$ cat config.mk
export PLATFORM = sky130hd
export DESIGN_NAME = ssf_feedback
export DESIGN_NICKNAME = d
export VERILOG_FILES = /design/src/rtl/ssf_pkg.sv /design/src/rtl/ssf_feedback.sv /design/src/rtl/ssf_sync.sv
export SDC_FILE = /design/constraint.sdc
export NUM_CORES = 1
export LEC_CHECK = 0
export BUFFER_PORTS_ARGS = -buffer_cell sky130_fd_sc_hd__buf_2
export CAP_MARGIN = 30
export CORE_MARGIN = 1.5
export CORE_UTILIZATION = 56
export CTS_BUF_LIST = sky130_fd_sc_hd__clkbuf_16
export DETAILED_ROUTE_END_ITERATION = 6
export PLACE_DENSITY = 0.8
export SLEW_MARGIN = 20
export SYNTH_ARGS = -nofsm -noshare
export SYNTH_HDL_FRONTEND = slang
export SYNTH_SLANG_ARGS = --single-unit
$ cat constraint.sdc
create_clock -name clk_sys -period 2.6 [get_ports clk_sys]
set_input_delay 0.26 -clock clk_sys [delete_from_list [all_inputs] [get_ports clk_sys]]
set_output_delay 0.26 -clock clk_sys [all_outputs]
set_load 0.02 [all_outputs]
$ cat src/rtl/ssf_pkg.sv
// Constants, types and helpers for the SPI status feedback frame builder.
// Assumes a 16-bit SPI frame, MSB first, and ten output channels.
package ssf_pkg;

   // Frame geometry
   localparam int          FRAME_BITS   = 16;
   localparam int          CHANNELS     = 10;
   localparam logic [4:0]  CNT_RST      = 5'h00;
   localparam logic [4:0]  CNT_FULL     = 5'h10;
   localparam logic [4:0]  CNT_SAT      = 5'h1F;

   // Received command frame fields
   localparam logic [2:0]  ADDR_CMD     = 3'h0;
   localparam logic [2:0]  ADDR_FIRST_WR = 3'h2;
   localparam logic [3:0]  CMD_TAG      = 4'h7;
   localparam logic [3:0]  GA_NONE      = 4'h0;
   localparam logic [3:0]  GA_SHORT     = 4'h1;
   localparam logic [3:0]  GA_STATUS    = 4'h2;
   localparam logic [3:0]  GA_ECHO      = 4'h4;
   localparam logic [3:0]  GA_INPUT     = 4'h8;
   localparam logic [3:0]  GB_NONE      = 4'h0;
   localparam logic [3:0]  GB_CLEAR     = 4'h1;
   localparam logic [14:0] ECHO_WORD    = 15'h0704;

   // Register port offsets
   localparam logic [3:0]  REG_IRQ_STAT = 4'h0;
   localparam logic [3:0]  REG_IRQ_MASK = 4'h4;
   localparam logic [3:0]  REG_LAST_RX  = 4'h8;
   localparam logic [3:0]  REG_DEV_STAT = 4'hC;

   // Interrupt status bit positions and reset values
   localparam int          IRQ_FRAME    = 0;
   localparam int          IRQ_LINK     = 1;
   localparam int          IRQ_MOD      = 2;
   localparam int          IRQ_UV       = 3;
   localparam logic [3:0]  IRQ_RST      = 4'h0;
   localparam logic [15:0] WORD_RST     = 16'h0000;
   localparam logic [14:0] PINS_RST     = 15'h2000;

   typedef struct packed {
      logic       sclk;
      logic       cs_b;
      logic       si;
      logic       uv_dig;
      logic       uv_ana;
      logic [9:0] par_in;
   } ssf_pins_t;

   typedef struct packed {
      logic [1:0] unused;
      logic       link_error_flag;
      logic       frame_counter_error;
      logic       analog_supply_low;
      logic       digital_supply_low;
      logic       fault_group_high;
      logic       fault_group_low;
   } ssf_status_t;

   typedef enum logic [2:0] {
      RESP_ZERO,
      RESP_SHORT,
      RESP_STATUS,
      RESP_ECHO,
      RESP_INPUT
   } ssf_resp_t;

   // Even parity: the whole 16-bit frame carries an even count of ones
   function automatic logic [15:0] ssf_add_parity(input logic [14:0] payload);
      ssf_add_parity = {^payload, payload};
   endfunction

endpackage

$ cat src/rtl/ssf_feedback.sv
// SPI slave that returns status feedback frames for four status commands.
// Assumes SPI mode 0: SI sampled on SCLK rise, SO advanced on SCLK fall,
// SCLK much slower than clk_sys. Diagnosis inputs come from clk_sys logic.
// What this block does
// - Snapshot response at frame end, hold stable
// - Short diag: parity, five zeros, ten flags
// - Channel flag ORs all faults, zero normal
// - Register write frame returns short diagnosis
// - Status frame: parity, seven zeros, status byte
// - Bits 0/1 flag faults channels 1-6/7-10
// - Bits 2/3 report digital/analog undervoltage
// - Bit 4 reports earlier frame counter error
// - Bit 5 reports earlier ignored bad command
// - Status bits 6 and 7 read zero
// - Pattern check echoes its own command code
// - Input readback: parity, zeros, ten pin levels
// - Pins sampled at chip select falling edge
// - Readback bit equals pin level high/low
// - Feedback goes out in the following frame
// - Low four command bits select the command
// - Undefined command ignored, logged as error
//
// Our own choices: the placing of the registers and the plain strobed port.
`timescale 1ns/100ps
module ssf_feedback (
   // Clock and reset
   input  wire logic        clk_sys,
   input  wire logic        rst_b,
   // SPI pins
   input  wire logic        spi_sclk,
   input  wire logic        spi_cs_b,
   input  wire logic        spi_si,
   output      logic        spi_so,
   output      logic        spi_so_oe,
   // Parallel inputs and supply monitors
   input  wire logic [9:0]  parallel_control_inputs,
   input  wire logic        supply_uv_digital,
   input  wire logic        supply_uv_analog,
   // Per-channel diagnosis conditions
   input  wire logic [9:0]  diag_open_load,
   input  wire logic [9:0]  diag_overcurrent,
   input  wire logic [9:0]  diag_overtemp,
   // Register port
   input  wire logic [3:0]  reg_addr,
   input  wire logic [15:0] reg_wdata,
   input  wire logic        reg_wr,
   input  wire logic        reg_rd,
   output      logic [15:0] reg_rdata,
   // Interrupt
   output      logic        irq
);

   ssf_pkg::ssf_pins_t   pins_raw;
   ssf_pkg::ssf_pins_t   pins_s;
   ssf_pkg::ssf_status_t status_now;
   ssf_pkg::ssf_resp_t   resp_kind_d;
   ssf_pkg::ssf_resp_t   pend_kind_q;

   logic        sclk_prev_q;
   logic        cs_prev_q;
   logic        uv_prev_q;
   logic [15:0] rx_q;
   logic [15:0] rx_last_q;
   logic [4:0]  bit_cnt_q;
   logic [15:0] tx_q;
   logic [14:0] pend_word_q;
   logic        frame_cnt_err_q;
   logic        link_err_q;
   logic [3:0]  irq_stat_q;
   logic [3:0]  irq_stat_d;
   logic [3:0]  irq_mask_q;

   // Pin synchronisation
   assign pins_raw = {spi_sclk, spi_cs_b, spi_si, supply_uv_digital,
                      supply_uv_analog, parallel_control_inputs};

   ssf_sync #(
      .WIDTH   ($bits(ssf_pkg::ssf_pins_t)),
      .RST_VAL (ssf_pkg::PINS_RST)
   ) u_sync (
      .clk_sys (clk_sys),
      .rst_b   (rst_b),
      .d       (pins_raw),
      .q       (pins_s)
   );

   // Edge detection on the synchronised pins
   wire in_frame  = ~pins_s.cs_b;
   wire cs_fall   = ~pins_s.cs_b & cs_prev_q;
   wire cs_rise   = pins_s.cs_b & ~cs_prev_q;
   wire sclk_rise = pins_s.sclk & ~sclk_prev_q & in_frame;
   wire sclk_fall = ~pins_s.sclk & sclk_prev_q & in_frame;
   wire uv_now    = pins_s.uv_dig | pins_s.uv_ana;

   // Received frame decode
   wire [2:0] rx_addr   = rx_q[14:12];
   wire [3:0] rx_tag    = rx_q[11:8];
   wire [3:0] grp_b     = rx_q[7:4];
   wire [3:0] grp_a     = rx_q[3:0];
   wire       frame_ok  = (bit_cnt_q == ssf_pkg::CNT_FULL);
   wire       is_cmd    = (rx_addr == ssf_pkg::ADDR_CMD);
   wire       is_write  = (rx_addr >= ssf_pkg::ADDR_FIRST_WR);
   wire       a_ok      = (grp_a == ssf_pkg::GA_NONE) | (grp_a == ssf_pkg::GA_SHORT)
                        | (grp_a == ssf_pkg::GA_STATUS) | (grp_a == ssf_pkg::GA_ECHO)
                        | (grp_a == ssf_pkg::GA_INPUT);
   wire       b_ok      = (grp_b == ssf_pkg::GB_NONE) | (grp_b == ssf_pkg::GB_CLEAR);
   wire       cmd_valid = is_cmd & (rx_tag == ssf_pkg::CMD_TAG) & a_ok & b_ok;
   wire       cmd_bad   = is_cmd & ~cmd_valid;
   wire       frame_end = cs_rise & frame_ok;
   wire       mod_event = cs_rise & ~frame_ok;
   wire       link_event = frame_end & cmd_bad;
   wire       clr_status = frame_end & cmd_valid & (grp_b == ssf_pkg::GB_CLEAR);

   // Diagnosis flags and device status byte
   wire [9:0] fault_flags = diag_open_load | diag_overcurrent | diag_overtemp;

   assign status_now.unused              = 2'h0;
   assign status_now.link_error_flag     = link_err_q;
   assign status_now.frame_counter_error = frame_cnt_err_q;
   assign status_now.analog_supply_low   = pins_s.uv_ana;
   assign status_now.digital_supply_low  = pins_s.uv_dig;
   assign status_now.fault_group_high    = |fault_flags[9:6];
   assign status_now.fault_group_low     = |fault_flags[5:0];

   wire [14:0] short_word  = {5'h00, fault_flags};
   wire [14:0] status_word = {7'h00, status_now};
   wire [14:0] input_word  = {5'h00, pins_s.par_in};

   // Response selection; a frame of the wrong length is not decoded and selects the zero answer
   always_comb
   begin
      resp_kind_d = ssf_pkg::RESP_ZERO;
      if (frame_ok && cmd_valid)
      begin
         case (grp_a)
            ssf_pkg::GA_SHORT:  resp_kind_d = ssf_pkg::RESP_SHORT;
            ssf_pkg::GA_STATUS: resp_kind_d = ssf_pkg::RESP_STATUS;
            ssf_pkg::GA_ECHO:   resp_kind_d = ssf_pkg::RESP_ECHO;
            ssf_pkg::GA_INPUT:  resp_kind_d = ssf_pkg::RESP_INPUT;
            default:            resp_kind_d = ssf_pkg::RESP_ZERO;
         endcase
      end
      else if (frame_ok && is_write)
      begin
         resp_kind_d = ssf_pkg::RESP_SHORT;
      end
   end

   wire [14:0] pend_word_d =
      (resp_kind_d == ssf_pkg::RESP_SHORT)  ? short_word  :
      (resp_kind_d == ssf_pkg::RESP_STATUS) ? status_word :
      (resp_kind_d == ssf_pkg::RESP_ECHO)   ? ssf_pkg::ECHO_WORD : 15'h0000;

   // Input levels are taken fresh at the start of the answer frame
   wire [15:0] load_frame = ssf_pkg::ssf_add_parity(
      (pend_kind_q == ssf_pkg::RESP_INPUT) ? input_word : pend_word_q);

   // Register port decode
   wire wr_stat = reg_wr & (reg_addr == ssf_pkg::REG_IRQ_STAT);
   wire wr_mask = reg_wr & (reg_addr == ssf_pkg::REG_IRQ_MASK);
   wire [3:0] irq_events = {uv_now & ~uv_prev_q, mod_event, link_event, frame_end};
   wire [15:0] rd_mux =
      (reg_addr == ssf_pkg::REG_IRQ_STAT) ? {12'h000, irq_stat_q} :
      (reg_addr == ssf_pkg::REG_IRQ_MASK) ? {12'h000, irq_mask_q} :
      (reg_addr == ssf_pkg::REG_LAST_RX)  ? rx_last_q :
      (reg_addr == ssf_pkg::REG_DEV_STAT) ? {8'h00, status_now} : 16'h0000;

   // Set wins over a write-one-to-clear in the same cycle
   assign irq_stat_d = (irq_stat_q & ~(wr_stat ? reg_wdata[3:0] : 4'h0)) | irq_events;

   // Edge history
   always_ff @(posedge clk_sys)
   begin
      if (!rst_b)
      begin
         sclk_prev_q <= 1'b0;
         cs_prev_q   <= 1'b1;
         uv_prev_q   <= 1'b0;
      end
      else
      begin
         sclk_prev_q <= pins_s.sclk;
         cs_prev_q   <= pins_s.cs_b;
         uv_prev_q   <= uv_now;
      end
   end

   // Receive shifter and bit counter; counter saturates to flag long frames
   always_ff @(posedge clk_sys)
   begin
      if (!rst_b)
      begin
         rx_q      <= ssf_pkg::WORD_RST;
         bit_cnt_q <= ssf_pkg::CNT_RST;
      end
      else if (cs_fall)
      begin
         bit_cnt_q <= ssf_pkg::CNT_RST;
      end
      else if (sclk_rise)
      begin
         rx_q      <= {rx_q[14:0], pins_s.si};
         bit_cnt_q <= bit_cnt_q + ((bit_cnt_q != ssf_pkg::CNT_SAT) ? 5'h01 : 5'h00);
      end
   end

   // Snapshot of the answer, taken when the command frame closes
   always_ff @(posedge clk_sys)
   begin
      if (!rst_b)
      begin
         pend_kind_q <= ssf_pkg::RESP_ZERO;
         pend_word_q <= 15'h0000;
         rx_last_q   <= ssf_pkg::WORD_RST;
      end
      else if (cs_rise)
      begin
         pend_kind_q <= resp_kind_d;
         pend_word_q <= pend_word_d;
         rx_last_q   <= frame_ok ? rx_q : rx_last_q;
      end
   end

   // Transmit shifter: answer goes out during the next frame
   always_ff @(posedge clk_sys)
   begin
      if (!rst_b)
      begin
         tx_q      <= ssf_pkg::WORD_RST;
         spi_so    <= 1'b0;
         spi_so_oe <= 1'b0;
      end
      else
      begin
         spi_so_oe <= in_frame;
         if (cs_fall)
         begin
            tx_q   <= load_frame;
            spi_so <= load_frame[15];
         end
         else if (sclk_fall)
         begin
            tx_q   <= {tx_q[14:0], 1'b0};
            spi_so <= tx_q[14];
         end
      end
   end

   // Communication error flags, cleared by the clear command group
   always_ff @(posedge clk_sys)
   begin
      if (!rst_b)
      begin
         frame_cnt_err_q <= 1'b0;
         link_err_q      <= 1'b0;
      end
      else
      begin
         frame_cnt_err_q <= mod_event | (frame_cnt_err_q & ~clr_status);
         link_err_q      <= link_event | (link_err_q & ~clr_status);
      end
   end

   // Interrupt status, mask, output and register read data
   always_ff @(posedge clk_sys)
   begin
      if (!rst_b)
      begin
         irq_stat_q <= ssf_pkg::IRQ_RST;
         irq_mask_q <= ssf_pkg::IRQ_RST;
         irq        <= 1'b0;
         reg_rdata  <= ssf_pkg::WORD_RST;
      end
      else
      begin
         irq_stat_q <= irq_stat_d;
         irq_mask_q <= wr_mask ? reg_wdata[3:0] : irq_mask_q;
         irq        <= |(irq_stat_q & irq_mask_q);
         reg_rdata  <= reg_rd ? rd_mux : ssf_pkg::WORD_RST;
      end
   end
endmodule // ssf_feedback

$ cat src/rtl/ssf_sync.sv
// Two-flop synchroniser for a bundle of pin levels.
// Assumes each bit is an independent level; no bus coherency is implied.
`timescale 1ns/100ps
module ssf_sync #(
   parameter int               WIDTH   = 1,
   parameter logic [WIDTH-1:0] RST_VAL = '0
) (
   // Clock and reset
   input  wire logic             clk_sys,
   input  wire logic             rst_b,
   // Levels
   input  wire logic [WIDTH-1:0] d,
   output      logic [WIDTH-1:0] q
);

   logic [WIDTH-1:0] meta_q;

   always_ff @(posedge clk_sys)
   begin
      if (!rst_b)
      begin
         meta_q <= RST_VAL;
         q      <= RST_VAL;
      end
      else
      begin
         meta_q <= d;
         q      <= meta_q;
      end
   end

endmodule // ssf_sync

==> impl_metrics.py <==
metrics = {
    "synthesis": {
        "yosys.area.top_type_share": 0.4952,
        "synth_area_um2": 5175,
        "ys.flop_type": "dfxtp_1",
        "synth_seq_cells": 128,
        "yosys_warnings": 0,
        "syn-num-nets": 614,
        "synth_compound_area_frac": 0.1298,
        "seq_area_frac_synth": 0.4952,
        "ys_top_cells_by_area": "dfxtp_1 (50%), nand2_1 (6.5%), and2_1 (5.1%)",
        "synth-simple-area-share": 0.2367,
        "yosysTopAreaCell": "dfxtp_1",
        "synth-edff-count": 0,
        "synthArstFlopShare": 0,
        "synthAdderAreaFrac": 0.006770,
        "avgSynthCellArea_um2": 9.530,
        "synth_mux_area_frac": 0.06359,
        "synthCells": 543,
        "synth_top_family_by_area": "simple AND/OR/NAND/NOR gates",
        "synth_xor_area_frac": 0.04231,
        "ys_types": 48,
    },
    "sta": {
        "finalSetupViolCount": 0,
        "fmaxAchievable_mhz": 487.0,
        "worst_slack_ps": 546.6,
        "slew_headroom": 0.4076,
        "final-max-slew-violation-count": 0,
        "rsz0062_at_grt": "no",
        "final_hold_viol_count": 0,
        "period_share": 0.7898,
        "period_needed_ps": 2053,
        "setup_tns_ps": 0,
        "tightest_slew_ps": 885.3,
        "hold_slack_ps": 23.87,
        "skew_ps": 15.56,
    },
    "clock_network": {
        "cts_sinks": 128,
        "postCtsSetupBuffers": 0,
        "htreeDepth": 4,
        "clk_pin_slew_ps": 60,
        "clockBufferDepth": 2,
        "clkLatencyLatePin_ps": 410,
        "cts_tree": "yes",
        "ctsHoldBuffers": 0,
        "cts_root_buf": "clkbuf_16",
        "cts_resized": 0,
        "cts_buffers": 17,
    },
    "status": {
        "status": "complete, no violations",
    },
    "placed_design": {
        "gp_congestion": 0.8738,
        "place_area_um2": 5629,
        "place_inst": 702,
        "post-place-ws_ps": 613.0,
        "port_buffers": 75,
        "hpwlAfterDp_mm": 7.616,
    },
    "floorplan": {
        "num_rows": 34,
        "dieWidth_um": 99.13,
        "core_area_um2": 8848,
        "ios": 88,
        "die-area_um2": 9827,
        "die_h_um": 99.13,
        "initial_utilization": 0.5848,
    },
    "worst_setup_path": {
        "path_max_fanout": 8,
        "start_kind": "register",
        "critical_path.slowest_cell": "nor3b_2",
        "timing.rr.end": "tx_q[6]",
        "reg2reg_from": "u_sync.q[13]",
        "slowest_delay_ps": 590,
        "arrival_ps": 2390,
        "r2r_setup_slack_ps": 550,
        "path_buf_inv": 0,
        "cp_common_cell": "nor2b_1",
        "critPathRequiredTime_ps": 2940,
        "cp_cell_sequence": "nor3b_2 > nor2b_1 > a222oi_1 > nor2b_1",
        "r2r_cells": 4,
        "critPathCaptureType": "register",
        "path_class": "reg2reg",
        "crit_family": "simple AND/OR/NAND/NOR gates",
    },
    "layout": {
        "drive_gt1_frac": 0.2128,
        "stdcell_count": 733,
        "layout_commonest_cell": "dfxtp_1",
        "n_antenna_cell": 0,
        "final_cell_mix": "dfxtp_1 (128), nand2_1 (89), buf_2 (75)",
        "nets": 684,
        "syn_to_final_growth_pct": 20.24,
        "fin_area_um2": 6222,
    },
    "drt": {
        "post_drt_wl_per_cell_um": 15.16,
        "drc": 0,
        "dr.pass1.iters": 7,
        "via_per_inst": 5.543,
        "vias": 4063,
        "drt_iter0_markers": 336,
        "ant_nets": 0,
        "wirelength_mm": 11.11,
    },
    "power_and_ir_drop": {
        "ir_drop_v": 0.0004387,
        "power_density_nw_per_um2": 732.6,
        "p_leak_nw": 2.378,
    },
    "global_route": {
        "antenna_found_initial": 0,
        "grt_usage": 0.2395,
        "grt_pass1_vias": 3874,
        "grt_max_degree": 91,
        "grt_pass1_wl_mm": 18.29,
        "grt_overflow_total": 0,
    },
    "run": {
        "max_cap_viol_count": 0,
    },
    "min_path": {
        "worstHoldPathType": "in2reg",
        "worstHoldStart": "spi_cs_b",
        "whs_path_depth": 2,
        "holdPathEnd": "u_sync.meta_q[13]",
    },
}
[state kept, by name, indices dropped and copies added, names as in the netlist, 3 cells and up]
register and cells:
reg_rdata 16, rx_last_q 16, rx_q 16, tx_q 15
u_sync.meta_q 15, u_sync.q 15, pend_word_q 11, bit_cnt_q 5
irq_mask_q 4, irq_stat_q 4, pend_kind_q 3
[worst max-delay path by stage]
stage	startpoint	slack (ps)	to	depth (start not counted)
2_1_floorplan	rx_q[5]	820	pend_word_q[1]	6
3_3_place_gp	diag_overcurrent[5]	660	reg_rdata[0]	6
3_5_place_dp	u_sync.q[13]	610	tx_q[10]	4
4_1_cts	u_sync.q[13]	580	tx_q[10]	4
5_1_grt	u_sync.q[13]	390	tx_q[10]	4
6_report	u_sync.q[13]	550	tx_q[6]	4
[worst reg2reg max path: stages (launching register included)]
cell	delay (ps)
dfxtp_1	410
nor3b_2	590
nor2b_1	580
a222oi_1	240
nor2b_1	160
[cell usage after synthesis (2+ instances only)]
library cell and instances:
dfxtp_1 128, nand2_1 89, and2_1 42, clkbuf_1 27, nor2b_1 27, a21boi_0 26, nor2_1 25, xnor2_1 19
mux2i_1 16, a21boi_1 12, o21ai_0 11, nor3_1 9, a21oi_1 8, nand2b_1 8, mux2_2 7, a22oi_1 6
nand3_1 6, nand4_1 6, o31ai_1 6, xor2_1 6, a222oi_1 5, and3_1 5, a31oi_1 4, buf_2 4
mux4_2 4, or3_1 4, inv_1 3, o21a_1 3, a211oi_1 2, a221oi_1 2, ha_1 2, nor3b_2 2
nor4_1 2, nor4_4 2, or3_4 2
[per-stage QoR]
step                utilization  power (mW)
CTS                      0.7032       4.587
floorplan                     -       2.172
finish                   0.7032       4.558
global route             0.7032       4.706
detailed placement       0.6362       2.249
global placement         0.6362       2.243
[cell families after synthesis]
| group | count (synthesis) |
|---|---|
| AND/OR/NAND/NOR | 234 |
| flip-flops | 128 |
| AO/OA/AOI/OAI | 92 |
| buffers and inverters | 34 |
| multiplexers | 27 |
| XOR/XNOR | 25 |
| adder cells (fa/ha/maj) | 3 |
[per-layer routing]
layer / up-vias / track usage / part of all wire
met4: 0 / 0.09209 / 0.017
li1: 1997 / - / -
met3: 22 / 0.06746 / 0.056
met1: 1904 / 0.2995 / 0.43
met2: 140 / 0.3958 / 0.49
met5: - / 0 / 0
[cell type report]
| cell class | instances | area [um^2] |
|---|---|---|
| multi-input cells | 381 | 2480 |
| clock inverters | 14 | 167.7 |
| clock buffers | 17 | 425.4 |
| flip-flops and latches | 128 | 2562 |
| inverters | 3 | 11.26 |
| well taps | 108 | 135.1 |
| repair buffers | 82 | 440.4 |
| fillers | 652 | 2626 |
[power by group]
part,switching (mW),internal (mW),leakage (nW)
Sequential,0.0218,2.00,1.04
Combinational,0.0916,0.0995,1.06
Clock,0.852,1.50,0.275
Note: power is estimated with default switching activity, not from simulation.
